[src/port_pkg.sv]
package port_pkg;

	// register byte addresses
	localparam logic [7:0] ADDR_PINS        = 8'h00;
	localparam logic [7:0] ADDR_LATCH       = 8'h04;
	localparam logic [7:0] ADDR_DIRECTION   = 8'h08;
	localparam logic [7:0] ADDR_ANALOG      = 8'h0c;
	localparam logic [7:0] ADDR_OPEN_DRAIN  = 8'h10;
	localparam logic [7:0] ADDR_SLEW        = 8'h14;
	localparam logic [7:0] ADDR_THRESHOLD   = 8'h18;
	localparam logic [7:0] ADDR_ALT_SELECT  = 8'h1c;

	// reset values
	localparam logic [7:0] RST_DIRECTION    = 8'hff;
	localparam logic [7:0] RST_LATCH        = 8'h00;
	localparam logic [7:0] RST_ANALOG       = 8'hbf;
	localparam logic [7:0] RST_OPEN_DRAIN   = 8'h00;
	localparam logic [7:0] RST_SLEW         = 8'hff;
	localparam logic [7:0] RST_THRESHOLD    = 8'h00;
	localparam logic [7:0] RST_ALT_SELECT   = 8'h00;
	localparam logic [7:0] ANALOG_IMPL_MASK = 8'hbf;

	// alt_pin_select field positions
	localparam int SEL_COMPARATOR2 = 7;
	localparam int SEL_CAPTURE1    = 6;
	localparam int SEL_SERIAL_OUT  = 5;
	localparam int SEL_SERIAL_CLK  = 4;
	localparam int SEL_SERIAL_DATA = 3;
	localparam int SEL_UART_TX     = 2;
	localparam int SEL_UART_RX     = 1;
	localparam int SEL_CAPTURE2    = 0;

	// alternate-function pin slots: second port 0,3,5,6,7 then third port 1..7
	localparam int NUM_ALT_PINS = 12;
	localparam int P_B0 = 0;
	localparam int P_B3 = 1;
	localparam int P_B5 = 2;
	localparam int P_B6 = 3;
	localparam int P_B7 = 4;
	localparam int P_C1 = 5;
	localparam int P_C2 = 6;
	localparam int P_C3 = 7;
	localparam int P_C4 = 8;
	localparam int P_C5 = 9;
	localparam int P_C6 = 10;
	localparam int P_C7 = 11;

	// pin positions with peripheral outputs
	localparam int PIN_OPAMP  = 1;
	localparam int PIN_DAC    = 2;
	localparam int PIN_CMP1   = 4;
	localparam int PIN_CMP2_A = 5;
	localparam int PIN_CMP2_B = 6;

	typedef enum logic [1:0] {
		APB_IDLE   = 2'b00,
		APB_ACCESS = 2'b01
	} apb_state_t;

endpackage : port_pkg

[src/periph_if.sv]
`timescale 1ns/1ns
`default_nettype none
interface periph_if;
	import port_pkg::*;
	// one bundle per peripheral signal: output value, output enable, input seen
	logic [7:0]              func_out;
	logic [7:0]              func_oe;
	logic [7:0]              func_in;
	logic [7:0]              sel;
	logic [NUM_ALT_PINS-1:0] pin_in;
	logic [NUM_ALT_PINS-1:0] pin_out;
	logic [NUM_ALT_PINS-1:0] pin_oe;
	logic [NUM_ALT_PINS-1:0] pin_claim;

	modport router (input func_out, func_oe, sel, pin_in, output func_in, pin_out, pin_oe, pin_claim);
	modport owner  (output func_out, func_oe, sel, pin_in, input func_in, pin_out, pin_oe, pin_claim);
endinterface : periph_if
`default_nettype wire

[src/alt_pin_router.sv]
`timescale 1ns/1ns
`default_nettype none
module alt_pin_router
	import port_pkg::*;
(
	periph_if.router bus
);
	// func index order matches alt_pin_select bit positions
	localparam int PIN_ONE  [8] = '{P_B3, P_B7, P_B6, P_B6, P_B7, P_B5, P_B0, 0};
	localparam int PIN_ZERO [8] = '{P_C1, P_C7, P_C6, P_C4, P_C3, P_C5, P_C2, 0};

	always_comb begin
		bus.pin_out   = '0;
		bus.pin_oe    = '0;
		bus.pin_claim = '0;
		bus.func_in   = '0;
		// bit 7 targets first-port pins and is handled in the port itself
		for (int f = 0; f < 7; f++) begin
			if (bus.sel[f]) begin
				bus.pin_claim[PIN_ONE[f]] = 1'b1;
				bus.pin_oe[PIN_ONE[f]]    = bus.pin_oe[PIN_ONE[f]] | bus.func_oe[f];
				bus.pin_out[PIN_ONE[f]]   = bus.pin_out[PIN_ONE[f]] | (bus.func_oe[f] & bus.func_out[f]);
				bus.func_in[f]            = bus.pin_in[PIN_ONE[f]];
			end else begin
				bus.pin_claim[PIN_ZERO[f]] = 1'b1;
				bus.pin_oe[PIN_ZERO[f]]    = bus.pin_oe[PIN_ZERO[f]] | bus.func_oe[f];
				bus.pin_out[PIN_ZERO[f]]   = bus.pin_out[PIN_ZERO[f]] | (bus.func_oe[f] & bus.func_out[f]);
				bus.func_in[f]             = bus.pin_in[PIN_ZERO[f]];
			end
		end
	end
endmodule : alt_pin_router
`default_nettype wire

[src/input_sync.sv]
`timescale 1ns/1ns
`default_nettype none
module input_sync #(
	parameter int WIDTH = 8
) (
	// clock and reset
	input  wire logic             pclk,
	input  wire logic             presetn,
	// data
	input  wire logic [WIDTH-1:0] async_in,
	output logic      [WIDTH-1:0] sync_out
);
	typedef struct packed {
		logic [WIDTH-1:0] stage1;
		logic [WIDTH-1:0] stage2;
	} sync_state_t;

	sync_state_t state_ff;
	sync_state_t nxt_state;

	always_comb begin
		nxt_state.stage1 = async_in;
		nxt_state.stage2 = state_ff.stage1;
	end

	always_ff @(posedge pclk or negedge presetn) begin
		if (!presetn) begin
			state_ff <= '0;
		end else begin
			state_ff <= nxt_state;
		end
	end

	assign sync_out = state_ff.stage2;
endmodule : input_sync
`default_nettype wire

[src/port_pin_steering_gpio.sv]
// The APB interface to the registers and the register offsets are this design's own decisions.
`timescale 1ns/1ns
`default_nettype none
// Summary of operation
// - alt select bit 7 puts comparator 2 on pin6 when 1, pin5 when 0.
// - bit 6 puts capture unit 1 on second-port pin0 or third-port pin2.
// - bit 5 puts serial data out on second-port pin5 or third-port pin5.
// - bit 4 puts serial clock on second-port pin7 or third-port pin3.
// - bit 3 puts serial data in/out on second-port pin6 or third-port pin4.
// - bit 2 puts uart transmit on second-port pin6 or third-port pin6.
// - bit 1 puts uart receive on second-port pin7 or third-port pin7.
// - bit 0 puts capture unit 2 on second-port pin3 or third-port pin1.
// - selection never touches direction bits; overrides follow the chosen pin only.
// - direction 1 makes a pin input, 0 drives the output latch.
// - port read returns sampled pins; port write updates the latch.
// - port write replaces the whole latch byte with the written data.
// - direction bits gate drivers even on analog pins.
// - analog-selected pins read as zero digitally.
// - per-pin open-drain bit: sink only when set, push-pull when clear.
// - per-pin slew bit limits slew rate when set.
// - per-pin threshold choice applies to port reads and change detection.
// - analog select does not affect digital output drive.
// - analog select bits reset to analog mode, except bit 6, which resets to 0.
// - highest-priority enabled output source controls the pin, even in analog mode.
// - priorities: opamp, dac, comparator1, comparator2, clock-out over comparator2, else latch.
// - threshold bit 1 selects Schmitt, 0 selects TTL.
// - latch read returns latch; writes to port or latch update the latch.
module port_pin_steering_gpio
	import port_pkg::*;
(
	// apb slave
	input  wire logic        pclk,
	input  wire logic        presetn,
	input  wire logic        psel,
	input  wire logic        penable,
	input  wire logic        pwrite,
	input  wire logic [7:0]  paddr,
	input  wire logic [31:0] pwdata,
	output logic      [31:0] prdata,
	output logic             pready,
	output logic             pslverr,
	// first port pads
	input  wire logic [7:0]  pad_in,
	output logic      [7:0]  pad_out,
	output logic      [7:0]  pad_oe,
	output logic      [7:0]  pad_slew_limit,
	output logic      [7:0]  pad_schmitt,
	output logic      [7:0]  pad_analog_enable,
	// other-port pads for steered functions: B0,B3,B5,B6,B7,C1..C7
	input  wire logic [11:0] alt_pad_in,
	output logic      [11:0] alt_pad_out,
	output logic      [11:0] alt_pad_oe,
	output logic      [11:0] alt_pad_claim,
	// analog and clock peripheral outputs
	input  wire logic        opamp1_output,
	input  wire logic        opamp1_enable,
	input  wire logic        dac_output,
	input  wire logic        dac_enable,
	input  wire logic        comparator1_output,
	input  wire logic        comparator1_enable,
	input  wire logic        comparator2_output,
	input  wire logic        comparator2_enable,
	input  wire logic        clock_output,
	input  wire logic        clock_output_enable,
	// steered digital peripherals, bit order as alt_pin_select bits 6..0
	input  wire logic [6:0]  steered_out,
	input  wire logic [6:0]  steered_oe,
	output logic      [6:0]  steered_in,
	// first-port levels for peripherals and change detection
	output logic      [7:0]  port_level
);
	typedef struct packed {
		apb_state_t  apb;
		logic [7:0]  direction;
		logic [7:0]  latch;
		logic [7:0]  analog;
		logic [7:0]  open_drain;
		logic [7:0]  slew;
		logic [7:0]  threshold;
		logic [7:0]  alt_select;
		logic [31:0] rdata;
		logic        err;
	} gpio_state_t;

	gpio_state_t state_ff;
	gpio_state_t nxt_state;

	logic [7:0]  pins_sync;
	logic [11:0] alt_sync;
	logic [7:0]  pin_read;
	logic [7:0]  drive_val;
	logic [7:0]  periph_oe;
	logic [7:0]  periph_val;
	logic        cmp2_on_pin6;
	logic        mapped;
	logic [7:0]  wbyte;

	periph_if steer ();

	input_sync #(
		.WIDTH(8)
	) u_pin_sync (
		.pclk     (pclk),
		.presetn  (presetn),
		.async_in (pad_in),
		.sync_out (pins_sync)
	);

	input_sync #(
		.WIDTH(NUM_ALT_PINS)
	) u_alt_sync (
		.pclk     (pclk),
		.presetn  (presetn),
		.async_in (alt_pad_in),
		.sync_out (alt_sync)
	);

	alt_pin_router u_router (
		.bus (steer.router)
	);

	assign steer.sel      = state_ff.alt_select;
	assign steer.func_out = {1'b0, steered_out};
	assign steer.func_oe  = {1'b0, steered_oe};
	assign steer.pin_in   = alt_sync;
	assign alt_pad_out    = steer.pin_out;
	assign alt_pad_oe     = steer.pin_oe;
	assign alt_pad_claim  = steer.pin_claim;
	assign steered_in     = steer.func_in[6:0];

	// digital input: analog pins read zero; threshold choice drives the pad buffer
	assign pin_read          = pins_sync & ~state_ff.analog;
	assign port_level        = pin_read;
	assign pad_schmitt       = state_ff.threshold;
	assign pad_slew_limit    = state_ff.slew;
	assign pad_analog_enable = state_ff.analog;

	assign cmp2_on_pin6 = state_ff.alt_select[SEL_COMPARATOR2];

	// output priority per pin
	always_comb begin
		periph_oe  = '0;
		periph_val = '0;
		periph_oe[PIN_OPAMP]  = opamp1_enable;
		periph_val[PIN_OPAMP] = opamp1_output;
		periph_oe[PIN_DAC]    = dac_enable;
		periph_val[PIN_DAC]   = dac_output;
		periph_oe[PIN_CMP1]   = comparator1_enable;
		periph_val[PIN_CMP1]  = comparator1_output;
		periph_oe[PIN_CMP2_A]  = comparator2_enable & ~cmp2_on_pin6;
		periph_val[PIN_CMP2_A] = comparator2_output;
		if (clock_output_enable) begin
			periph_oe[PIN_CMP2_B]  = 1'b1;
			periph_val[PIN_CMP2_B] = clock_output;
		end else begin
			periph_oe[PIN_CMP2_B]  = comparator2_enable & cmp2_on_pin6;
			periph_val[PIN_CMP2_B] = comparator2_output;
		end
	end

	// drivers: direction gates all digital outputs, analog select is ignored here
	always_comb begin
		for (int i = 0; i < 8; i++) begin
			drive_val[i] = periph_oe[i] ? periph_val[i] : state_ff.latch[i];
			pad_out[i]   = drive_val[i];
			if (state_ff.direction[i]) begin
				pad_oe[i] = 1'b0;
			end else if (state_ff.open_drain[i]) begin
				pad_oe[i] = ~drive_val[i];
			end else begin
				pad_oe[i] = 1'b1;
			end
		end
	end

	// apb register file
	assign wbyte  = pwdata[7:0];
	assign mapped = (paddr[1:0] == 2'b00) && (paddr <= ADDR_ALT_SELECT);

	always_comb begin
		nxt_state = state_ff;
		case (state_ff.apb)
			APB_IDLE: begin
				if (psel && !penable) begin
					nxt_state.apb   = APB_ACCESS;
					nxt_state.err   = !mapped;
					nxt_state.rdata = '0;
					case (paddr)
						ADDR_PINS:       nxt_state.rdata[7:0] = pin_read;
						ADDR_LATCH:      nxt_state.rdata[7:0] = state_ff.latch;
						ADDR_DIRECTION:  nxt_state.rdata[7:0] = state_ff.direction;
						ADDR_ANALOG:     nxt_state.rdata[7:0] = state_ff.analog;
						ADDR_OPEN_DRAIN: nxt_state.rdata[7:0] = state_ff.open_drain;
						ADDR_SLEW:       nxt_state.rdata[7:0] = state_ff.slew;
						ADDR_THRESHOLD:  nxt_state.rdata[7:0] = state_ff.threshold;
						ADDR_ALT_SELECT: nxt_state.rdata[7:0] = state_ff.alt_select;
						default:         nxt_state.rdata = '0;
					endcase
				end
			end
			APB_ACCESS: begin
				nxt_state.apb = APB_IDLE;
				if (psel && penable && pwrite) begin
					case (paddr)
						// whole byte lands in the latch; unwritten bits are none since a write covers all 8
						ADDR_PINS:       nxt_state.latch      = wbyte;
						ADDR_LATCH:      nxt_state.latch      = wbyte;
						ADDR_DIRECTION:  nxt_state.direction  = wbyte;
						ADDR_ANALOG:     nxt_state.analog     = wbyte & ANALOG_IMPL_MASK;
						ADDR_OPEN_DRAIN: nxt_state.open_drain = wbyte;
						ADDR_SLEW:       nxt_state.slew       = wbyte;
						ADDR_THRESHOLD:  nxt_state.threshold  = wbyte;
						ADDR_ALT_SELECT: nxt_state.alt_select = wbyte;
						default:         nxt_state.err        = 1'b1;
					endcase
				end
			end
			default: nxt_state.apb = APB_IDLE;
		endcase
	end

	always_ff @(posedge pclk or negedge presetn) begin
		if (!presetn) begin
			state_ff.apb        <= APB_IDLE;
			state_ff.direction  <= RST_DIRECTION;
			state_ff.latch      <= RST_LATCH;
			state_ff.analog     <= RST_ANALOG;
			state_ff.open_drain <= RST_OPEN_DRAIN;
			state_ff.slew       <= RST_SLEW;
			state_ff.threshold  <= RST_THRESHOLD;
			state_ff.alt_select <= RST_ALT_SELECT;
			state_ff.rdata      <= '0;
			state_ff.err        <= 1'b0;
		end else begin
			state_ff <= nxt_state;
		end
	end

	assign pready  = (state_ff.apb == APB_ACCESS);
	assign prdata  = pready ? state_ff.rdata : 32'h0000_0000;
	assign pslverr = pready & state_ff.err;
endmodule : port_pin_steering_gpio
`default_nettype wire

[config.mk]
export PLATFORM = sky130hd
export DESIGN_NAME = port_pin_steering_gpio
export DESIGN_NICKNAME = d
export VERILOG_FILES = /design/src/port_pkg.sv /design/src/periph_if.sv /design/src/alt_pin_router.sv /design/src/input_sync.sv /design/src/port_pin_steering_gpio.sv
export SDC_FILE = /design/constraint.sdc
export NUM_CORES = 1
export LEC_CHECK = 0
export BUFFER_PORTS_ARGS = -buffer_cell sky130_fd_sc_hd__buf_2
export CAP_MARGIN = 0
export CORE_MARGIN = 5
export CORE_UTILIZATION = 25
export CTS_CLUSTER_DIAMETER = 120
export DETAILED_ROUTE_END_ITERATION = 8
export PLACE_DENSITY = 0.52
export SLEW_MARGIN = 20
export SYNTH_ARGS = -nofsm -noshare
export SYNTH_HDL_FRONTEND = slang
export SYNTH_SLANG_ARGS = --single-unit
[constraint.sdc]
create_clock -name pclk -period 1.9 [get_ports pclk]
set_input_delay 0.38 -clock pclk [delete_from_list [all_inputs] [get_ports pclk]]
set_output_delay 0.38 -clock pclk [all_outputs]
set_load 0.005 [all_outputs]
# == Word-level counts from Yosys, hierarchy flattened ==
# Cells that the tools add are included.
# word_totals
ff_bits,106
input_bits,89
output_inout_bits,125
wordCells,152
# op_classes
order_cmp,1
n_eq_ne,11
mux,80
bitwise_logic,25
reduce_logical,21
# op_table
operator,count
two-way mux 1 bit,75
one-hot mux 8 bit (8 select lines),1
"== test 8 x 5 -> 1 bit, second input constant",4
AND reduction 3 bit,7
"== test 8 x 4 -> 1 bit, second input constant",2
bitwise AND 1 bit,10
inverter 1 bit,9
bitwise AND 8 bit,1
"== test 8 x 3 -> 1 bit, second input constant",1
"less-or-equal comparator 8 x 5 -> 1 bit, second input constant",1
zero test 8 bit,1
two-way mux 8 bit,1
inverter 8 bit,1
OR reduction 8 bit,1
logical AND 1 bit,4
zero test 2 bit,2
two-way mux 2 bit,2
"inequality test 2 bit, second input constant",2
bitwise OR 1 bit,4
AND reduction 4 bit,1
"== test 2 x 1 -> 1 bit, second input constant",1
zero test 1 bit,2
"inequality test 2 x 1 -> 1 bit, second input constant",1
one-hot mux 1 bit (2 select lines),1
other kinds (3),3

# == Logic depth before layout (Yosys ltp) ==
# Gate-level depths: netlist of run 1.
# logic_depth
word_depth,6
mapped_depth,5

# == Modules after synthesis ==
# A second synthesis of run 1 with hierarchy kept.
# unflattened
cells_unflattened,386
area_unflattened_um2,4959.8
# by_module_without_submodules
mod,instances,cells_per_inst,area_per_inst_um2
port_pin_steering_gpio,1,294,3636.0
input_sync (u_alt_sync),1,24,600.6
input_sync (u_pin_sync),1,16,400.4
alt_pin_router,1,52,322.8

# == Worst setup path before layout of run 1 ==
# No wires, ideal clock.
# synth_path
kind,input to register
start,input port paddr[4]
end,"register state_ff, in the netlist pad_out[0]"
arrival_ns,1.665
t_required_ns,1.775
setup_slack_ns,0.110
cell_stages,5
path_buffers,1
cell_sequence,buf_2 > nor4_4 > nand2_2 > nor2_2 > mux2_2
# synth_via
elab_chain_len,3
elab_cells_between_ends,4
cone_classes,eq/ne (1); reduce/logical (3)
# synth_lines
item,line_no,rtl
start: declaration,port_pin_steering_gpio.sv:37,"input wire logic [7:0] paddr,"
== test 8 x 3 -> 1 bit / zero test 8 bit (equally long branches),port_pin_steering_gpio.sv:204,case (paddr)
OR reduction 2 bit (no line) *,n/a,
AND reduction 3 bit (no line) *,n/a,
end signal: assignment,port_pin_steering_gpio.sv:235,state_ff <= nxt_state;
end: declaration,port_pin_steering_gpio.sv:85,gpio_state_t state_ff;
# Mark *: on every way between the ends. The rest lies on a longest branch, timed or not.
# A chain may end at the register's enable or synchronous reset.

# == Worst setup path after layout of run 1 ==
# layout_path
start,"register state_ff, in the netlist steer.sel[7]"
end,output port pad_oe[5]
# layout_via
elab_chain_len,6
# layout_lines
item,line_no,rtl
inverter 1 bit,port_pin_steering_gpio.sv:150,periph_oe[PIN_CMP2_A] = comparator2_enable & ~cmp2_on_pin6;
bitwise AND 1 bit,port_pin_steering_gpio.sv:150,
two-way mux 1 bit,port_pin_steering_gpio.sv:164,drive_val[i] = periph_oe[i] ? periph_val[i] : state_ff.latch[i];
inverter 1 bit,port_pin_steering_gpio.sv:169,pad_oe[i] = ~drive_val[i];
two-way mux 1 bit,port_pin_steering_gpio.sv:168,end else if (state_ff.open_drain[i]) begin
two-way mux 1 bit,port_pin_steering_gpio.sv:166,if (state_ff.direction[i]) begin
end: declaration,port_pin_steering_gpio.sv:45,"output logic [7:0] pad_oe,"
# No other way between the ends.

==> results of run 1 <==
==> cell usage after synthesis, types with 3 or more instances <==
cell type	instances	area (um2)
nor2b_1	15	93.84
and2_1	14	87.58
o21ai_0	6	30.03
nand2_2	3	18.77
dfrtp_1	82	2052
o22a_1	12	105.1
inv_1	9	33.78
buf_4	55	412.9
mux2i_1	29	290.3
mux2_2	66	743.2
nor4_4	3	63.81
nand4_1	4	25.02
o221ai_1	5	43.79
a21oi_1	9	45.04
nand2_1	18	67.56
buf_2	6	30.03
nand3_1	5	25.02
nor3b_1	3	22.52
nor2_1	9	33.78
dfstp_2	23	604.3
==> worst max-delay path: cells and delay by family, from the launching register on <==
family,cells,cell delay (ps)
AO/OA/AOI/OAI,1,110
AND/OR/NAND/NOR,1,130
multiplexers,1,310
flip-flops,1,440
buffers and inverters,1,120
==> timing repair <==
action	in CTS	in global routing
buffers inserted	1	0
setup endpoints to repair	1	2
pin swaps	0	2
cloned	0	0
hold buffers	0	0
resized for setup	4	1
==> layout make-up <==
cell class / count / area [um2] / share of cell area (%)
inverter: 10 / 37.54 / 0.5787
timing repair buffer: 198 / 1104 / 17.01
clock inverter: 5 / 102.6 / 1.582
tap: 270 / 337.8 / 5.208
clock buffer: 11 / 242.7 / 3.742
sequential: 105 / 2658 / 40.97
multi-input combinational: 250 / 2004 / 30.90
==> power groups by stage <==
| stage | sequential, W | clock (W) | combinational, W |
|---|---|---|---|
| floorplan | 0.00234 | 0 | 0.000175 |
| global placement | 0.00235 | 0 | 0.000359 |
| detailed placement | 0.00235 | 0 | 0.000367 |
| CTS | 0.00231 | 0.00223 | 0.000370 |
| global route | 0.00232 | 0.00229 | 0.000403 |
| finish | 0.00231 | 0.00213 | 0.000363 |
==> metal layers <==
layer | vias to the layer above | GRT usage [%] | routed length (um)
met1 | 1782 | 16.61 | 6673
met2 | 143 | 18.76 | 6570
li1 | 1691 | - | -
met3 | 21 | 3.811 | 1038
met4 | 2 | 4.452 | 266
met5 | - | 0 | 20
==> flip-flops by register name, summed over array words and instances (netlist names) <==
name,count
state_ff,31
u_alt_sync.nxt_state,12
steer.sel,8
pad_analog_enable,7
u_alt_sync.sync_out,12
pad_out,3
u_pin_sync.sync_out,8
u_pin_sync.nxt_state,8
pad_slew_limit,8
pad_schmitt,8
==> per-stage QoR <==
step	utilization, %	cell area, um2
2_1_floorplan	-	5139
3_3_place_gp	30.55	6122
3_5_place_dp	30.55	6122
4_1_cts	32.37	6486
5_1_grt	32.37	6486
6_report	32.37	6486
==> cells by family (layout without fill, tap and decap cells) <==
group           count (synthesis)  count (layout)  synth area share [%]
flops                         105             105                 52.61
mux                            97              97                 20.92
simple gates                   85              85                 10.61
buf+inv                        73             224                 9.665
compound gates                 43              43                 6.122
other cells                     1              25               0.07428
==> worst paths after layout <==
| path | start | cells past startpoint | end | slack (ps) |
|---|---|---|---|---|
| worst min-delay path | presetn | 2 | u_pin_sync.nxt_state[3]$_DFF_PN0_ | 100 |
| worst max-delay path | steer.sel[7]$_DFFE_PN0P_ | 4 | pad_oe[5] | 70 |
| max in group asynchronous | presetn | 2 | steer.sel[5]$_DFFE_PN0P_ | 1370 |
| worst max register to register | state_ff[89]$_DFFE_PN0P_ | 5 | state_ff[5]$_DFFE_PN0P_ | 150 |
| min in group pclk | alt_pad_in[0] | 1 | u_alt_sync.nxt_state[0]$_DFF_PN0_ | 140 |
| worst min register to register | u_alt_sync.nxt_state[10]$_DFF_PN0_ | 0 | u_alt_sync.sync_out[10]$_DFF_PN0_ | 350 |
==> flow_summary.json, run 1 <==
{
  "num_vias": 3639,
  "tightest_slew_ps": 574.8,
  "vdd_ir_drop_max_v": 0.0004120,
  "ys_warn_count": 0,
  "gr-total-overflow": 0,
  "grt_start_max_net_pins": 106,
  "gp_congestion": 0.7706,
  "cp.required_ps": 1520,
  "ios": 214,
  "crit_arrival_ps": 1450,
  "ys_seq_area_share_pct": 52.61,
  "period_share_pct": 96.39,
  "drc": 0,
  "cts.sinks": 105,
  "power_switching_w": 0.001038,
  "p_leak_nw": 3.217,
  "path_clk_slew_ps": 70,
  "fill_cells": 2067,
  "final-setup-viol-count": 0,
  "ys_ff_latch": 105,
  "cts.path.max_buffers": 2,
  "drv_slew": 0,
  "internal_power_w": 0.003768,
  "layout-area-overhead-vs-synth_pct": 28.48,
  "ant_nets": 0,
  "core_um2": 20040,
  "max_stage_delay_ps": 440,
  "dp.cells": 832,
  "powerDensity_nw_per_um2": 740.9,
  "finalClockSkew_ps": 7.197,
  "start_util_pct": 25.19,
  "dr.pass1.iters": 4,
  "cp_cell_sequence": "nor2b_2 -> mux2_4 -> a21oi_2 -> buf_2",
  "ctsRootBufferMaster": "clkbuf_16",
  "rows": 52,
  "post-place-ws_ps": 48.49,
  "die_h_um": 152.1,
  "antennaDiodeCount": 0,
  "ys_types": 39,
  "cts-buffers-inserted": 9,
  "synth_edf_count": 0,
  "crit_fanout": 3,
  "die-area_um2": 23140,
  "layout_common_cells": "163 x buf_2, 81 x dfrtp_1, 65 x mux2_2",
  "drt_iter0_drc": 147,
  "htree_levels": 3,
  "dp_hpwl_mm": 11.18,
  "cts_tree": "yes",
  "timing.fmax_mhz": 546.0,
  "maxSlewHeadroom_pct": 61.68,
  "pwr-share-seq_pct": 48.1,
  "hold_viol": 0,
  "syn_area_um2": 5049,
  "finalCriticalPeriod_ps": 1831,
  "dieWidth_um": 152.1,
  "rsz0062_at_grt": "false",
  "synthCells": 404,
  "hold_class": "in -> async",
  "power_w": 0.004806,
  "final_common_cell": "buf_2",
  "status": "finished clean",
  "worstSetupEndpointType": "primary output",
  "ys.flop_type": "dfrtp_1",
  "io_buffers": 164,
  "startpoint_type": "flop",
  "wl_mm": 14.57,
  "p_clk_share_pct": 44.4,
  "swShare_pct": 21.59,
  "cap_violations": 0,
  "layout.cells.non_filler": 849,
  "async_reset_ff_share_pct": 100.0,
  "syn_area_per_cell_um2": 12.50,
  "fin_ws_ps": 68.58,
  "grt_use_total_pct": 12.33,
  "antenna_found_initial": 1,
  "cp_slowest_cell": "dfrtp_2",
  "holdWs_ps": 101.1,
  "wl_per_cell_um": 17.16,
  "grt_pass1_wl_mm": 22.17,
  "clk_latency_ps": 340,
  "path_class": "reg -> out",
  "viasPerCell": 4.286,
  "layout-drive-gt1-share_pct": 55.09,
  "grt_pass1_vias": 3810,
  "finalSetupTns_ps": 0,
  "p_comb_share_pct": 7.6,
  "finalNetCount": 663
}
(Power assumes the default switching activity.)
==> run 2, diff against run 1 <==
- ABC_AREA: default -> 1
- CORE_UTILIZATION: 25 -> 52
- PLACE_DENSITY: 0.52 -> 0.91
- clock period: 1.9 -> 2.3 ns (I/O delays scaled with it)
==> run 2 against run 1 <==
Cell area fell by 6.2%. Count of clock-buffer cells in the layout down 1. Synthesized cell count up 54%. Routed wire length shrank 13%. Sequential cell count is the same. Non-clock buffer count decreased by 24. Via count is 24% higher. Die area fell by 48%. Global-route usage increased by 9.2 points. First-iteration DRC count up 140%. Sequential power down 14%. Register-to-register slack better by 470 ps. Largest power group unchanged.
==> flow_summary.json, run 2 <==
{
  "status": "finished clean",
  "cts-buffers-inserted": 9,
  "critPathLaunch": "steer.sel[7]$_DFFE_PN0P_",
  "antennaDiodeCount": 0,
  "finalSetupTns_ps": 0,
  "ys.flop_type": "dfrtp_1",
  "start_util_pct": 53.29,
  "cts.sinks": 105,
  "rr_startpoint": "state_ff[89]$_DFFE_PN0P_",
  "period_share_pct": 85.41,
  "dp_hpwl_mm": 9.776,
  "finalNetCount": 851,
  "seq_area_um2": 2656,
  "rows": 36,
  "path_class": "reg -> out",
  "yosysTopAreaCell": "dfrtp_1",
  "io_buffers": 164,
  "critPathBufInv": 2,
  "synth_compound_area_share_pct": 7.939,
  "wl_mm": 12.73,
  "maxSlewHeadroom_pct": 54.54,
  "cts.path.max_buffers": 2,
  "grt_pass1_vias": 4161,
  "dp.cells": 883,
  "critPathCapture": "pad_oe[6]",
  "wl_per_cell_um": 14.14,
  "grt_pass1_wl_mm": 20.11,
  "fill_cells": 828,
  "gp_congestion": 0.8695,
  "max_stage_delay_ps": 460,
  "layout-drive-gt1-share_pct": 30.12,
  "grt_use_total_pct": 21.48,
  "ys_warn_count": 0,
  "die-area_um2": 12070,
  "ys_types": 30,
  "synthCells": 624,
  "r2r_cells": 4,
  "async_reset_ff_share_pct": 100.0,
  "final_area_um2": 6085,
  "synth_edf_count": 0,
  "ys_ff_latch": 105,
  "ctsRootBufferMaster": "clkbuf_8",
  "path_clk_slew_ps": 100,
  "cp_cell_sequence": "nand2_1 -> nor2_1 -> o31ai_1 -> nand2_1 -> nand2_1 -> inv_1 -> buf_2",
  "ios": 214,
  "finalClockSkew_ps": 8.754,
  "critPathTopFamily": "flip-flops",
  "top_register": "state_ff",
  "cap_violations": 0,
  "largest_reg_flops": 31,
  "grt_start_max_net_pins": 64,
  "powerDensity_nw_per_um2": 605.3,
  "htree_levels": 3,
  "core_um2": 9729,
  "dieWidth_um": 109.9,
  "hold_class": "in -> reg",
  "synthAdderAreaFrac_pct": 0,
  "synth_xor_area_share_pct": 0,
  "r2r_setup_slack_ps": 620,
  "netlist_top_cells_area": "dfrtp_1 40%, nand2_1 13%, dfstp_2 12%",
  "multi_input_area_um2": 1836,
  "gr-total-overflow": 0,
  "cts_tree": "yes",
  "syn_area_per_cell_um2": 8.309,
  "r2r_end": "state_ff[81]$_DFFE_PN1P_",
  "clk_latency_ps": 360,
  "worstSetupEndpointType": "primary output",
  "die_h_um": 109.9,
  "post-cts-setup-buffer-count": 0,
  "timing.fmax_mhz": 509.1,
  "p_leak_nw": 3.437,
  "drv_slew": 0,
  "hold_viol": 0,
  "drt_iter0_drc": 356,
  "viasPerCell": 5.014,
  "synth.top_cell.area_share_pct": 39.58,
  "ant_nets": 0,
  "final-setup-viol-count": 0,
  "synth.mux.area_fraction_pct": 0.6515,
  "critPathMostFrequentCell": "nand2_1",
  "rsz0062_at_grt": "false",
  "synth-simple-area-share_pct": 25.00,
  "dr.pass1.iters": 5,
  "synth_top_family_by_area": "simple AND/OR/NAND/NOR gates",
  "cp.depth": 7,
  "vdd_ir_drop_max_v": 0.0004199,
  "tightest_slew_ps": 679.9,
  "num_vias": 4513,
  "ys_seq_area_share_pct": 51.23,
  "layout-area-overhead-vs-synth_pct": 17.35,
  "layout_common_cells": "184 x nand2_1, 163 x buf_2, 82 x dfrtp_1",
  "final_common_cell": "nand2_1",
  "yosysMostFrequentCell": "nand2_1",
  "cp_slowest_cell": "dfrtp_1",
  "finalCriticalPeriod_ps": 1964,
  "startpoint_type": "flop",
  "synth_common_cells": "184 x nand2_1, 82 x dfrtp_1, 69 x inv_1",
  "antenna_found_initial": 0,
  "dpl-instance-area_um2": 5842,
  "crit_fanout": 5,
  "syn_area_um2": 5185,
  "cp.required_ps": 1840,
  "layout.cells.non_filler": 900,
  "crit_arrival_ps": 1500,
  "drc": 0
}
## run 2: logic make-up (layout without fill, tap and decap cells)
kind of cell	after synthesis	in the layout
mux	3	3
simple gates	299	299
flops	105	105
buf+inv	145	264
compound gates	71	71
other cells	1	25
## run 2: worst min path at each step
stage | end | cells past startpoint | from
2_1_floorplan | pad_out[0]$_DFFE_PN0P_ | 0 | presetn
3_3_place_gp | u_pin_sync.nxt_state[3]$_DFF_PN0_ | 1 | presetn
3_5_place_dp | u_pin_sync.nxt_state[6]$_DFF_PN0_ | 1 | presetn
4_1_cts | u_pin_sync.nxt_state[3]$_DFF_PN0_ | 1 | pad_in[3]
5_1_grt | u_pin_sync.nxt_state[7]$_DFF_PN0_ | 1 | pad_in[7]
6_report | u_pin_sync.nxt_state[3]$_DFF_PN0_ | 1 | pad_in[3]
## run 2: what timing repair did
action                    in CTS  in global routing
hold endpoints to repair       9                  0
hold buffers                   1                  0
gates resized for setup        0                  0
## run 2: per-layer routing
metal | global-route usage (%) | up-vias | wire length, um
li1 | - | 2145 | -
met1 | 29.20 | 2129 | 5104
met2 | 35.88 | 222 | 6256
met3 | 2.877 | 17 | 1164
met4 | 6.411 | 0 | 199
met5 | 0 | - | 0
## run 2: cell type report
cell class,count,share of cell area [%]
clock inverters,6,1.563
flip-flops and latches,105,43.66
clock buffers,10,2.262
inverters,74,4.606
multi-input cells,398,30.17
well taps,133,2.735
repair buffers,174,15.01
## run 2: where the power goes
part / internal [W] / switching, W
Sequential: 0.00192 / 0.0000567
Clock: 0.000657 / 0.000641
Combinational: 0.000149 / 0.000260
## run 2: stage by stage
stage	hold slack (ps)	util, %	setup slack (ps)	power, W
3_3_place_gp	330.0	60.04	437.5	0.002410
4_1_cts	180.7	62.54	324.2	0.003711
3_5_place_dp	331.5	60.04	372.8	0.002422
5_1_grt	170.4	62.54	203.3	0.003847
6_report	193.1	62.54	335.6	0.003683
2_1_floorplan	164.4	-	815.4	0.002258
